## src/logic/acc_pkg.sv

```systemverilog
// Purpose: Constants for the analog comparator control block
// Assumes: AXI4-Lite register access, 32-bit data
// Notes:   Byte offsets of own choosing, one word each
package acc_pkg;
    localparam int          AXI_AW           = 4;
    localparam logic [3:0]  ADDR_CTRL        = 4'h0;
    localparam logic [3:0]  ADDR_IRQ_STATUS  = 4'h4;
    localparam logic [3:0]  ADDR_IRQ_MASK    = 4'h8;
    localparam logic [3:0]  ADDR_POWER       = 4'hC;
    localparam int          BIT_ON           = 7;
    localparam int          BIT_REF_SEL      = 6;
    localparam int          BIT_FLAG         = 5;
    localparam int          BIT_IRQ_EN       = 4;
    localparam int          BIT_RESULT       = 3;
    localparam int          BIT_PIN_EN       = 2;
    localparam int          BIT_EDGE_HI      = 1;
    localparam int          BIT_EDGE_LO      = 0;
    localparam int          BIT_STOP3        = 0;
    localparam int          BIT_STOP2        = 1;
    localparam logic [7:0]  CTRL_RESET       = 8'h00;
    localparam logic [1:0]  EDGE_RISE        = 2'h1;
    localparam logic [1:0]  EDGE_BOTH        = 2'h3;
    localparam logic [1:0]  RESP_OKAY        = 2'h0;
    localparam logic [1:0]  RESP_SLVERR      = 2'h2;
    localparam int          SYNC_STAGES      = 3;
endpackage : acc_pkg

```

## src/logic/acc_sync.sv

```systemverilog
// Purpose: Three-flop synchroniser with agreement filter
// Assumes: Asynchronous input, aclk domain
// Notes:   Output changes once stages two and three agree
`timescale 1ns/100ps
`default_nettype none
module acc_sync
(
    input  wire logic aclk,
    input  wire logic aresetn,
    input  wire logic async_in,
    output var  logic sync_out
);
    import acc_pkg::*;

    logic [2:0] stage_ff;
    logic [2:0] nxt_stage;
    logic       out_ff;
    logic       nxt_out;

    always_comb
    begin
        nxt_stage = {stage_ff[1:0], async_in};
        nxt_out   = (stage_ff[1] == stage_ff[2]) ? stage_ff[2] : out_ff;
    end

    always_ff @(posedge aclk)
    begin
        if (!aresetn)
        begin
            stage_ff <= 3'h0;
            out_ff   <= 1'b0;
        end
        else
        begin
            stage_ff <= nxt_stage;
            out_ff   <= nxt_out;
        end
    end

    assign sync_out = out_ff;
endmodule : acc_sync
`default_nettype wire

```

## src/logic/acc_top.sv

```systemverilog
// Purpose: Register and event logic around an analog comparator
// Assumes: Analog front end gives a raw result bit; AXI4-Lite slave
// Notes:   Control word at offset 0, low byte
`timescale 1ns/100ps
`default_nettype none
module acc_top
(
    input  wire logic                    aclk,
    input  wire logic                    aresetn,
    input  wire logic [acc_pkg::AXI_AW-1:0] s_axi_awaddr,
    input  wire logic                    s_axi_awvalid,
    output var  logic                    s_axi_awready,
    input  wire logic [31:0]             s_axi_wdata,
    input  wire logic [3:0]              s_axi_wstrb,
    input  wire logic                    s_axi_wvalid,
    output var  logic                    s_axi_wready,
    output var  logic [1:0]              s_axi_bresp,
    output var  logic                    s_axi_bvalid,
    input  wire logic                    s_axi_bready,
    input  wire logic [acc_pkg::AXI_AW-1:0] s_axi_araddr,
    input  wire logic                    s_axi_arvalid,
    output var  logic                    s_axi_arready,
    output var  logic [31:0]             s_axi_rdata,
    output var  logic [1:0]              s_axi_rresp,
    output var  logic                    s_axi_rvalid,
    input  wire logic                    s_axi_rready,
    input  wire logic                    raw_result,
    output var  logic                    comparator_on,
    output var  logic                    reference_select,
    output var  logic                    result_out_pin,
    output var  logic                    irq,
    output var  logic                    wake_request
);
    import acc_pkg::*;

    logic       aw_got_ff, nxt_aw_got;
    logic       w_got_ff, nxt_w_got;
    logic [3:0] awaddr_ff, nxt_awaddr;
    logic [31:0] wdata_ff, nxt_wdata;
    logic       wstrb0_ff, nxt_wstrb0;
    logic       bvalid_ff, nxt_bvalid;
    logic [1:0] bresp_ff, nxt_bresp;
    logic       rvalid_ff, nxt_rvalid;
    logic [31:0] rdata_ff, nxt_rdata;
    logic [1:0] rresp_ff, nxt_rresp;
    logic [7:0] ctrl_ff, nxt_ctrl;
    logic       flag_ff, nxt_flag;
    logic       imask_ff, nxt_imask;
    logic [1:0] power_ff, nxt_power;
    logic       res_ff, nxt_res;
    logic       prev_ff, nxt_prev;
    logic       pin_ff, nxt_pin;
    logic       irq_ff, nxt_irq;
    logic       wake_ff, nxt_wake;
    logic       on_ff, nxt_on;
    logic       ref_ff, nxt_ref;
    logic       sync_res;
    logic       do_write;
    logic       wr_ctrl;
    logic       edge_hit;
    logic       live_res;

    // Raw result follows in the analog front end
    acc_sync u_sync
    (
        .aclk     (aclk),
        .aresetn  (aresetn),
        .async_in (raw_result && on_ff),
        .sync_out (sync_res)
    );

    always_comb
    begin
        nxt_aw_got = aw_got_ff;
        nxt_w_got  = w_got_ff;
        nxt_awaddr = awaddr_ff;
        nxt_wdata  = wdata_ff;
        nxt_wstrb0 = wstrb0_ff;
        if (s_axi_awvalid && !aw_got_ff)
        begin
            nxt_aw_got = 1'b1;
            nxt_awaddr = s_axi_awaddr;
        end
        if (s_axi_wvalid && !w_got_ff)
        begin
            nxt_w_got  = 1'b1;
            nxt_wdata  = s_axi_wdata;
            nxt_wstrb0 = s_axi_wstrb[0];
        end
        do_write = aw_got_ff && w_got_ff && !bvalid_ff;
        if (do_write)
        begin
            nxt_aw_got = 1'b0;
            nxt_w_got  = 1'b0;
        end
        nxt_bvalid = bvalid_ff;
        nxt_bresp  = bresp_ff;
        if (do_write)
        begin
            nxt_bvalid = 1'b1;
            nxt_bresp  = (awaddr_ff[1:0] == 2'h0) ? RESP_OKAY : RESP_SLVERR;
        end
        else if (s_axi_bready)
        begin
            nxt_bvalid = 1'b0;
        end
        wr_ctrl = do_write && wstrb0_ff && (awaddr_ff == ADDR_CTRL);
    end

    // Register writes, stop2 reset and flag handling
    always_comb
    begin
        nxt_ctrl  = ctrl_ff;
        nxt_imask = imask_ff;
        nxt_power = power_ff;
        nxt_flag  = flag_ff;
        if (wr_ctrl)
        begin
            nxt_ctrl = wdata_ff[7:0];
        end
        if (do_write && wstrb0_ff && awaddr_ff == ADDR_IRQ_MASK)
        begin
            nxt_imask = wdata_ff[0];
        end
        if (do_write && wstrb0_ff && awaddr_ff == ADDR_POWER)
        begin
            nxt_power = wdata_ff[1:0];
        end
        if (wr_ctrl && wdata_ff[BIT_FLAG])
        begin
            nxt_flag = 1'b0;
        end
        if (do_write && wstrb0_ff && awaddr_ff == ADDR_IRQ_STATUS && wdata_ff[0])
        begin
            nxt_flag = 1'b0;
        end
        // Detect edge on synced result while enabled
        live_res = ctrl_ff[BIT_ON] && sync_res;
        unique case (ctrl_ff[BIT_EDGE_HI:BIT_EDGE_LO])
            EDGE_RISE: edge_hit = live_res && !prev_ff;
            EDGE_BOTH: edge_hit = live_res != prev_ff;
            default:   edge_hit = !live_res && prev_ff;
        endcase
        edge_hit = edge_hit && ctrl_ff[BIT_ON] && !power_ff[BIT_STOP2];
        if (edge_hit)
        begin
            nxt_flag = 1'b1;
        end
        nxt_prev = live_res;
        nxt_res  = live_res;
        if (power_ff[BIT_STOP2])
        begin
            nxt_ctrl = CTRL_RESET;
            nxt_flag = 1'b0;
            nxt_res  = 1'b0;
            nxt_prev = 1'b0;
        end
        nxt_on   = nxt_ctrl[BIT_ON];
        nxt_ref  = nxt_ctrl[BIT_REF_SEL];
        nxt_pin  = nxt_ctrl[BIT_PIN_EN] && nxt_res;
        nxt_irq  = nxt_flag && nxt_ctrl[BIT_IRQ_EN] && nxt_imask;
        nxt_wake = nxt_irq && power_ff[BIT_STOP3];
    end

    // Read channel
    always_comb
    begin
        nxt_rvalid = rvalid_ff;
        nxt_rdata  = rdata_ff;
        nxt_rresp  = rresp_ff;
        if (s_axi_arvalid && !rvalid_ff)
        begin
            nxt_rvalid = 1'b1;
            nxt_rresp  = RESP_OKAY;
            nxt_rdata  = 32'h0000_0000;
            unique case (s_axi_araddr)
                ADDR_CTRL:
                    nxt_rdata = {24'h00_0000, ctrl_ff[7:6], flag_ff, ctrl_ff[4],
                                 res_ff, ctrl_ff[2:0]};
                ADDR_IRQ_STATUS: nxt_rdata = {31'h0000_0000, flag_ff};
                ADDR_IRQ_MASK:   nxt_rdata = {31'h0000_0000, imask_ff};
                ADDR_POWER:      nxt_rdata = {30'h0000_0000, power_ff};
                default:         nxt_rresp = RESP_SLVERR;
            endcase
        end
        else if (s_axi_rready)
        begin
            nxt_rvalid = 1'b0;
        end
    end

    always_ff @(posedge aclk)
    begin
        if (!aresetn)
        begin
            aw_got_ff <= 1'b0;
            w_got_ff  <= 1'b0;
            awaddr_ff <= 4'h0;
            wdata_ff  <= 32'h0000_0000;
            wstrb0_ff <= 1'b0;
            bvalid_ff <= 1'b0;
            bresp_ff  <= RESP_OKAY;
            rvalid_ff <= 1'b0;
            rdata_ff  <= 32'h0000_0000;
            rresp_ff  <= RESP_OKAY;
            ctrl_ff   <= CTRL_RESET;
            flag_ff   <= 1'b0;
            imask_ff  <= 1'b1;
            power_ff  <= 2'h0;
            res_ff    <= 1'b0;
            prev_ff   <= 1'b0;
            pin_ff    <= 1'b0;
            irq_ff    <= 1'b0;
            wake_ff   <= 1'b0;
            on_ff     <= 1'b0;
            ref_ff    <= 1'b0;
        end
        else
        begin
            aw_got_ff <= nxt_aw_got;
            w_got_ff  <= nxt_w_got;
            awaddr_ff <= nxt_awaddr;
            wdata_ff  <= nxt_wdata;
            wstrb0_ff <= nxt_wstrb0;
            bvalid_ff <= nxt_bvalid;
            bresp_ff  <= nxt_bresp;
            rvalid_ff <= nxt_rvalid;
            rdata_ff  <= nxt_rdata;
            rresp_ff  <= nxt_rresp;
            ctrl_ff   <= nxt_ctrl;
            flag_ff   <= nxt_flag;
            imask_ff  <= nxt_imask;
            power_ff  <= nxt_power;
            res_ff    <= nxt_res;
            prev_ff   <= nxt_prev;
            pin_ff    <= nxt_pin;
            irq_ff    <= nxt_irq;
            wake_ff   <= nxt_wake;
            on_ff     <= nxt_on;
            ref_ff    <= nxt_ref;
        end
    end

    assign s_axi_awready    = !aw_got_ff;
    assign s_axi_wready     = !w_got_ff;
    assign s_axi_bvalid     = bvalid_ff;
    assign s_axi_bresp      = bresp_ff;
    assign s_axi_arready    = !rvalid_ff;
    assign s_axi_rvalid     = rvalid_ff;
    assign s_axi_rdata      = rdata_ff;
    assign s_axi_rresp      = rresp_ff;
    assign comparator_on    = on_ff;
    assign reference_select = ref_ff;
    assign result_out_pin   = pin_ff;
    assign irq              = irq_ff;
    assign wake_request     = wake_ff;
endmodule : acc_top
`default_nettype wire

```

## config.mk

```make
export PLATFORM = sky130hd
export DESIGN_NAME = acc_top
export DESIGN_NICKNAME = d
export VERILOG_FILES = /design/src/logic/acc_pkg.sv /design/src/logic/acc_sync.sv /design/src/logic/acc_top.sv
export SDC_FILE = /design/constraint.sdc
export NUM_CORES = 1
export LEC_CHECK = 0
export BUFFER_PORTS_ARGS = -buffer_cell sky130_fd_sc_hd__buf_4
export CORE_MARGIN = 8
export CORE_UTILIZATION = 45
export DETAILED_ROUTE_END_ITERATION = 8
export HOLD_SLACK_MARGIN = 0.02
export PLACE_DENSITY = 0.83
export SYNTH_ARGS = -nofsm -noshare
export SYNTH_HDL_FRONTEND = slang
export SYNTH_HIERARCHICAL = 1
export SYNTH_SLANG_ARGS = --single-unit
```

## constraint.sdc

```tcl
create_clock -name aclk -period 1.9 [get_ports aclk]
set_input_delay 0.38 -clock aclk [delete_from_list [all_inputs] [get_ports aclk]]
set_output_delay 0.38 -clock aclk [all_outputs]
set_load 0.05 [all_outputs]
```

==> impl_metrics.tcl, run 1 <==
set metrics [dict create \
    syn_avg_cell_area_um2 9.665 \
    power-per-cell-area_nw_per_um2 931.8 \
    vdd_ir_drop_max_mv 0.4961 \
    detailedRoute.firstIterationViolations 45 \
    first_pass_grt_wire_length_mm 6.251 \
    yosys.cell_types.count 37 \
    gp_congestion 0.7133 \
    finalMaxSlewViolations 0 \
    met3_usage_pct 5.628 \
    report.final.hold_viol_count 0 \
    start_util_pct 46.27 \
    reg2reg_setup_slack_ns 0.39 \
    final_min_period_over_clock_period_pct 79.44 \
    row_count 24 \
    dieWidth_um 82.68 \
    hpwlAfterDp_mm 3.079 \
    cts_setup_buffers 0 \
    routedWlPerCell_um 12.99 \
    cts.repair.resized 0 \
    met2_usage_pct 19.19 \
    worst_hold_path_type "input pin to register" \
    clock_tree.buffer_depth 2 \
    worst_setup_path_start_kind "register" \
    number_of_cells_on_the_worst_reg_to_reg_path 4 \
    synthTopCellsByCount "sky130_fd_sc_hd__dfxtp_1 (44), sky130_fd_sc_hd__buf_4 (26), sky130_fd_sc_hd__nor2b_1 (24), sky130_fd_sc_hd__mux2i_1 (16)" \
    numCtsBuffers 5 \
    asyncSetResetFlopFracSynth_pct 0 \
    ctsHtreeMaxLevel 2 \
    critical_path.reg2reg.endpoint "wake_request" \
    cts_root_buffer "sky130_fd_sc_hd__clkbuf_8" \
    hold_ws_ns 0.2873 \
    area_of_the_core_um2 4324 \
    critical_path_required_ns 2.11 \
    global_route.usage.met1_pct 13.29 \
    timing.critical_path.arrival_ns 1.72 \
    final.setup.tns_ns 0 \
    yosys.cell_count.top_type "sky130_fd_sc_hd__dfxtp_1" \
    unrepaired_setup_endpoints_after_global_routing "false" \
    synth-seq-cells 44 \
    drt-vias-per-instance 4.737 \
    total_leakage_power_uw 0.001112 \
    critical_path.slowest_cell "sky130_fd_sc_hd__nor4b_4" \
    drtPass1Iterations 4 \
    io_buffer_count 43 \
    ctsHoldBuffers 0 \
    timing.critical_path.cells "nor4b_4, nand2_4, mux2i_1, nor4_1" \
    fin_crit_ns 1.509 \
    via_count 1440 \
    final_count_of_negative_setup_slack_endpoints 0 \
    netlist.area_leader.share_pct 44.03 \
    slowest_delay_ns 0.46 \
    hold_path_depth 3 \
    insertedDiodeCount 0 \
    maxClockFrequency_mhz 662.5 \
    die_area_um2 6835 \
    floorplan.die.height_um 82.68 \
    syn-cell-area_um2 2001 \
    area_overhead_of_the_layout_relative_to_synthesis_pct 21.83 \
    run_status "completed" \
    worst-path-max-fanout 6 \
    clk_pin_slew_worst_paths_ns 0.08 \
    number_of_antenna_violations_at_the_first_check_in_global_routing 0 \
    globalRoute.totalOverflow 0 \
    track_usage_pct 11.77 \
    min_from "s_axi_wvalid" \
    timing.critical_path.to_type "register" \
    grt_busiest_layer "met2" \
    num_io_pins 98 \
    cts_tree "done" \
    synth_area_leaders "sky130_fd_sc_hd__dfxtp_1 (44%), sky130_fd_sc_hd__buf_4 (9.8%), sky130_fd_sc_hd__mux2i_1 (8.0%)" \
    cts.sink_count 44 \
    grt_start_max_net_pins 34 \
    sequential_cell_area_fraction_in_the_yosys_report_pct 44.03 \
    layout.nets 304 \
    grt_pass1_vias 1384 \
    worstSkewPairLatency_ns 0.30 \
    synth_edf_count 0 \
    worst_setup_path_startpoint "awaddr_ff[0]" \
    skew_ns 0.005842 \
    synth_flop_cell "sky130_fd_sc_hd__dfxtp_1" \
    reg2reg_from "awaddr_ff[0]" \
    number_of_cells_produced_by_synthesis 207 \
    postRouteAntennaNets 0 \
    hold_path_end "w_got_ff" \
    detailed_route_drc_error_count 0 \
    route.final.wire_length_mm 3.948 \
    final_layout_size_suffix_gt1_share_pct 25.40 \
    ys_warn_count 6 \
    maximum_capacitance_violations 0 \
    timing.setup.critical_path_class "register to register" \
    netlist.top_cell.by_area "sky130_fd_sc_hd__dfxtp_1" \
]
[final cells by class]
cell class | count | area, um^2
Timing Repair Buffer | 46 | 345.3
Tap cell | 52 | 65.06
Clock buffer | 5 | 68.82
Clock inverter | 3 | 90.09
Fill cell | 392 | 1887
Multi-Input combinational cell | 144 | 949.7
Inverter | 10 | 37.54
Sequential cell | 44 | 880.8
[power by group]
part	switching, uW	internal (uW)	total (uW)
Sequential	24.9	947	972
Clock	323	657	980
Combinational	222	96.3	318
Total	570	1700	2270
[metrics by stage]
step,instances,cell area [um^2],setup WS [ns],utilization [%],power (uW)
after floorplan,232,2095,0.2007,-,1272
after global placement,296,2278,0.4083,52.69,1307
after detailed placement,296,2278,0.3781,52.69,1312
after CTS,304,2437,0.3626,56.37,2290
after global routing,304,2437,0.2629,56.37,2354
final,304,2437,0.3907,56.37,2271
[routing by layer]
layer	up-vias	share of wire, %
met5	-	0
met4	0	0.96
met3	6	13
met2	55	45
met1	660	41
li1	719	-
[cell usage in the layout (no fill, tap or decap), types with 5 or more instances in the layout]
cell,n
sky130_fd_sc_hd__clkbuf_8,5
sky130_fd_sc_hd__dfxtp_1,44
sky130_fd_sc_hd__nand2_1,12
sky130_fd_sc_hd__a22oi_1,7
sky130_fd_sc_hd__nor2b_1,24
sky130_fd_sc_hd__nand3_1,6
sky130_fd_sc_hd__buf_4,46
sky130_fd_sc_hd__a21oi_1,5
sky130_fd_sc_hd__nor2_1,12
sky130_fd_sc_hd__inv_1,8
sky130_fd_sc_hd__conb_1,26
sky130_fd_sc_hd__mux2i_1,16
[critical path: cells and delay by family, from the launching register on]
kind / cells / cell delay (ns)
simple gates: 3 / 0.86
flops: 1 / 0.36
mux: 1 / 0.19
[worst max-delay path by stage]
stage | endpoint | cells after the start
after floorplan | wake_request | 7
after global placement | wake_request | 4
after detailed placement | wake_request | 4
after CTS | wake_request | 4
after global routing | wake_request | 4
final | wake_request | 4
[flip-flops by register name, indices dropped and copies added, names as in the netlist]
name	count
s_axi_rdata	8
wdata_ff	7
ctrl_ff	6
awaddr_ff	4
u_sync/stage_ff	3
power_ff	2
aw_got_ff	1
flag_ff	1
imask_ff	1
irq	1
prev_ff	1
result_out_pin	1
s_axi_bresp	1
s_axi_bvalid	1
s_axi_rresp	1
s_axi_rvalid	1
u_sync/sync_out	1
w_got_ff	1
wake_request	1
wstrb0_ff	1
[kinds of logic (layout without fill, tap and decap cells)]
kind of cell,after synthesis,after routing,share of synthesized area [%]
and+or+nand+nor,77,77,24.45
DFF,44,44,44.03
buffers and inverters,44,64,13.20
AOI/OAI and AO/OA,22,22,7.817
muxes,18,18,9.693
adders and majority gates,1,1,0.6253
other,1,26,0.1874
No activity file was read; power rests on OpenSTA's default activity.
==> run 2, diff against run 1 <==
--- a/config.mk
+++ b/config.mk
@@ -5,12 +5,13 @@
 export SDC_FILE = /design/constraint.sdc
 export NUM_CORES = 1
 export LEC_CHECK = 0
+export ABC_AREA = 1
 export BUFFER_PORTS_ARGS = -buffer_cell sky130_fd_sc_hd__buf_4
 export CORE_MARGIN = 8
-export CORE_UTILIZATION = 45
+export CORE_UTILIZATION = 44
 export DETAILED_ROUTE_END_ITERATION = 8
 export HOLD_SLACK_MARGIN = 0.02
-export PLACE_DENSITY = 0.83
+export PLACE_DENSITY = 0.82
 export SYNTH_ARGS = -nofsm -noshare
 export SYNTH_HDL_FRONTEND = slang
 export SYNTH_HIERARCHICAL = 1
==> constraint.sdc (replaced) <==
create_clock -name aclk -period 1.55 [get_ports aclk]
set_input_delay 0.31 -clock aclk [delete_from_list [all_inputs] [get_ports aclk]]
set_output_delay 0.31 -clock aclk [all_outputs]
set_load 0.05 [all_outputs]
==> impl_metrics.tcl, run 2 <==
set metrics [dict create \
    synth_edf_count 0 \
    postLayoutCoreUtil_pct 55.91 \
    final_min_period_over_clock_period_pct 90.27 \
    power.share.sequential_pct 53.1 \
    hpwlAfterDp_mm 3.096 \
    area_of_the_core_um2 4058 \
    insertedDiodeCount 0 \
    ys_warn_count 6 \
    drt-vias-per-instance 4.595 \
    run_status "completed" \
    gp_congestion 0.7627 \
    floorplan.die.height_um 81.33 \
    ctsHtreeMaxLevel 2 \
    critical_path.slowest_cell "sky130_fd_sc_hd__dfxtp_4" \
    final.setup.tns_ns 0 \
    dpl_worst_slack_ns 0.1334 \
    io_buffer_count 43 \
    num_io_pins 98 \
    cts_tree "done" \
    largest_register_ff_count 8 \
    layout.nets 346 \
    total_power_uw 2258 \
    finalMaxSlewViolations 0 \
    skew_ns 0.005701 \
    detailed_route_drc_error_count 0 \
    report.final.hold_viol_count 0 \
    dieWidth_um 81.33 \
    unrepaired_setup_endpoints_after_global_routing "false" \
    power-per-cell-area_nw_per_um2 995.6 \
    timing.setup.critical_path_class "register to register" \
    hold_ws_ns 0.2311 \
    first_pass_grt_wire_length_mm 6.520 \
    final_layout_size_suffix_gt1_share_pct 23.55 \
    switching_share_pct 30.35 \
    final.setup.worst_slack_ns 0.1508 \
    maxClockFrequency_mhz 714.7 \
    yosys.cell_types.count 26 \
    vdd_ir_drop_max_mv 0.6213 \
    timing.critical_path.cells "nand2_2, inv_1, ha_1, nand2_1, nand2_1, o22ai_1, nand2_1, nand2_1, nand3_2, nor2_2" \
    numCtsBuffers 5 \
    cp_num_buf_inv 1 \
    track_usage_pct 12.48 \
    cts_setup_buffers 0 \
    total_leakage_power_uw 0.001098 \
    drtPass1Iterations 4 \
    syn_avg_cell_area_um2 7.729 \
    number_of_cells_produced_by_synthesis 243 \
    routedWlPerCell_um 11.78 \
    worst_hold_path_type "input pin to register" \
    critical_path_required_ns 1.79 \
    combinationalPowerShare_pct 17.3 \
    power_switching_uw 685.5 \
    synth_area_leaders "sky130_fd_sc_hd__dfxtp_1 (47%), sky130_fd_sc_hd__buf_4 (10%), sky130_fd_sc_hd__nor2_1 (8.8%)" \
    row_count 23 \
    die_area_um2 6615 \
    clock_tree.buffer_depth 2 \
    detailedRoute.firstIterationViolations 69 \
    number_of_antenna_violations_at_the_first_check_in_global_routing 0 \
    maximum_capacitance_violations 0 \
    asyncSetResetFlopFracSynth_pct 0 \
    sequential_cell_area_fraction_in_the_yosys_report_pct 46.90 \
    leading_cell_type_in_the_layout_fill_and_taps_excluded "sky130_fd_sc_hd__buf_4" \
    clockPowerShare_pct 29.6 \
    worst_setup_path_start_kind "register" \
    route.final.wire_length_mm 4.039 \
    timing.critical_path.arrival_ns 1.64 \
    netlist.area_leader.share_pct 46.90 \
    crit_path_frequent_cell "sky130_fd_sc_hd__nand2_1" \
    slowest_delay_ns 0.37 \
    grt_pass1_vias 1490 \
    cts.sink_count 44 \
    synthTopCellsByCount "sky130_fd_sc_hd__dfxtp_1 (44), sky130_fd_sc_hd__nor2_1 (44), sky130_fd_sc_hd__inv_1 (28), sky130_fd_sc_hd__buf_4 (26), sky130_fd_sc_hd__nand2_1 (23)" \
    syn-cell-area_um2 1878 \
    netlist.top_cell.by_area "sky130_fd_sc_hd__dfxtp_1" \
    grt_start_max_net_pins 24 \
    ctsHoldBuffers 0 \
    critPathTopFamily "simple AND/OR/NAND/NOR gates" \
    area_overhead_of_the_layout_relative_to_synthesis_pct 20.79 \
    synth_flop_cell "sky130_fd_sc_hd__dfxtp_1" \
    clk_pin_slew_worst_paths_ns 0.08 \
    fin_crit_ns 1.399 \
    layout_common_cells "sky130_fd_sc_hd__buf_4 (47), sky130_fd_sc_hd__nor2_1 (44), sky130_fd_sc_hd__dfxtp_1 (41)" \
    p_int_uw 1573 \
    via_count 1576 \
    synth-seq-cells 44 \
    worstSkewPairLatency_ns 0.30 \
    start_util_pct 46.28 \
    postRouteAntennaNets 0 \
    timing.critical_path.to_type "register" \
    globalRoute.totalOverflow 0 \
    worst-path-max-fanout 6 \
    final_count_of_negative_setup_slack_endpoints 0 \
    cts_root_buffer "sky130_fd_sc_hd__clkbuf_8" \
]
==> run 2: metal layers <==
layer  track usage [%]  vias to the layer above  part of all wire [%]
met4             6.964                        0                   1.6
li1                  -                      822                     -
met1             14.17                      692                    41
met2             19.73                       56                    46
met3             4.746                        6                    11
met5                 0                        -                     0
==> run 2: cells by family (layout without fill, tap and decap cells) <==
logic type,Yosys count,count (layout),synth area share (%)
AO/OA/AOI/OAI,47,47,14.06
adder cells (fa/ha/maj),1,1,0.6661
buffers and inverters,60,85,17.32
flip-flops,44,44,46.90
other,1,26,0.1997
AND/OR/NAND/NOR,90,90,20.85
==> run 2: power by group through the flow <==
stage	combinational (uW)	sequential [uW]	clock (uW)
after floorplan	313	1250	0
after global placement	385	1230	0
after detailed placement	388	1230	0
after CTS	390	1200	686
after global routing	420	1210	735
final	390	1200	669
==> run 2: path summary, 6_finish.rpt <==
check	from	end	slack, ns	cells past startpoint
worst max-delay path	ctrl_ff[7]	wake_request	0.15	10
worst min-delay path	s_axi_awaddr[3]	awaddr_ff[3]	0.23	3
worst max register to register	ctrl_ff[7]	wake_request	0.15	10
worst min register to register	u_sync/stage_ff[0]	u_sync/stage_ff[1]	0.41	2
==> run 2: final cells by class <==
cell class                 instances  area (um^2)
inverter                          31        120.1
multi-input combinational        164        768.2
timing repair buffer              47        352.8
clock inverter                     1        5.005
fill                             390         1789
tap                               50        62.56
clock buffer                       6        72.57
sequential                        44        887.1
==> run 2: metrics by stage <==
stage	std cells	area, um^2
after floorplan	268	1978
after global placement	336	2185
after detailed placement	336	2185
after CTS	343	2262
after global routing	343	2268
final	343	2268
==> run 2: repair_timing <==
action | 4_1_cts | 5_1_grt
resized for setup | 0 | 3
hold endpoints to repair | 0 | 0
setup endpoints to repair | 0 | 1
==> run 2: worst reg2reg max path: cells and delay by family, from the launching register on <==
family	cells	cell delay, ns
buf+inv	1	0.05
compound gates	1	0.11
fa+ha+maj	1	0.27
flops	1	0.37
simple gates	7	0.55
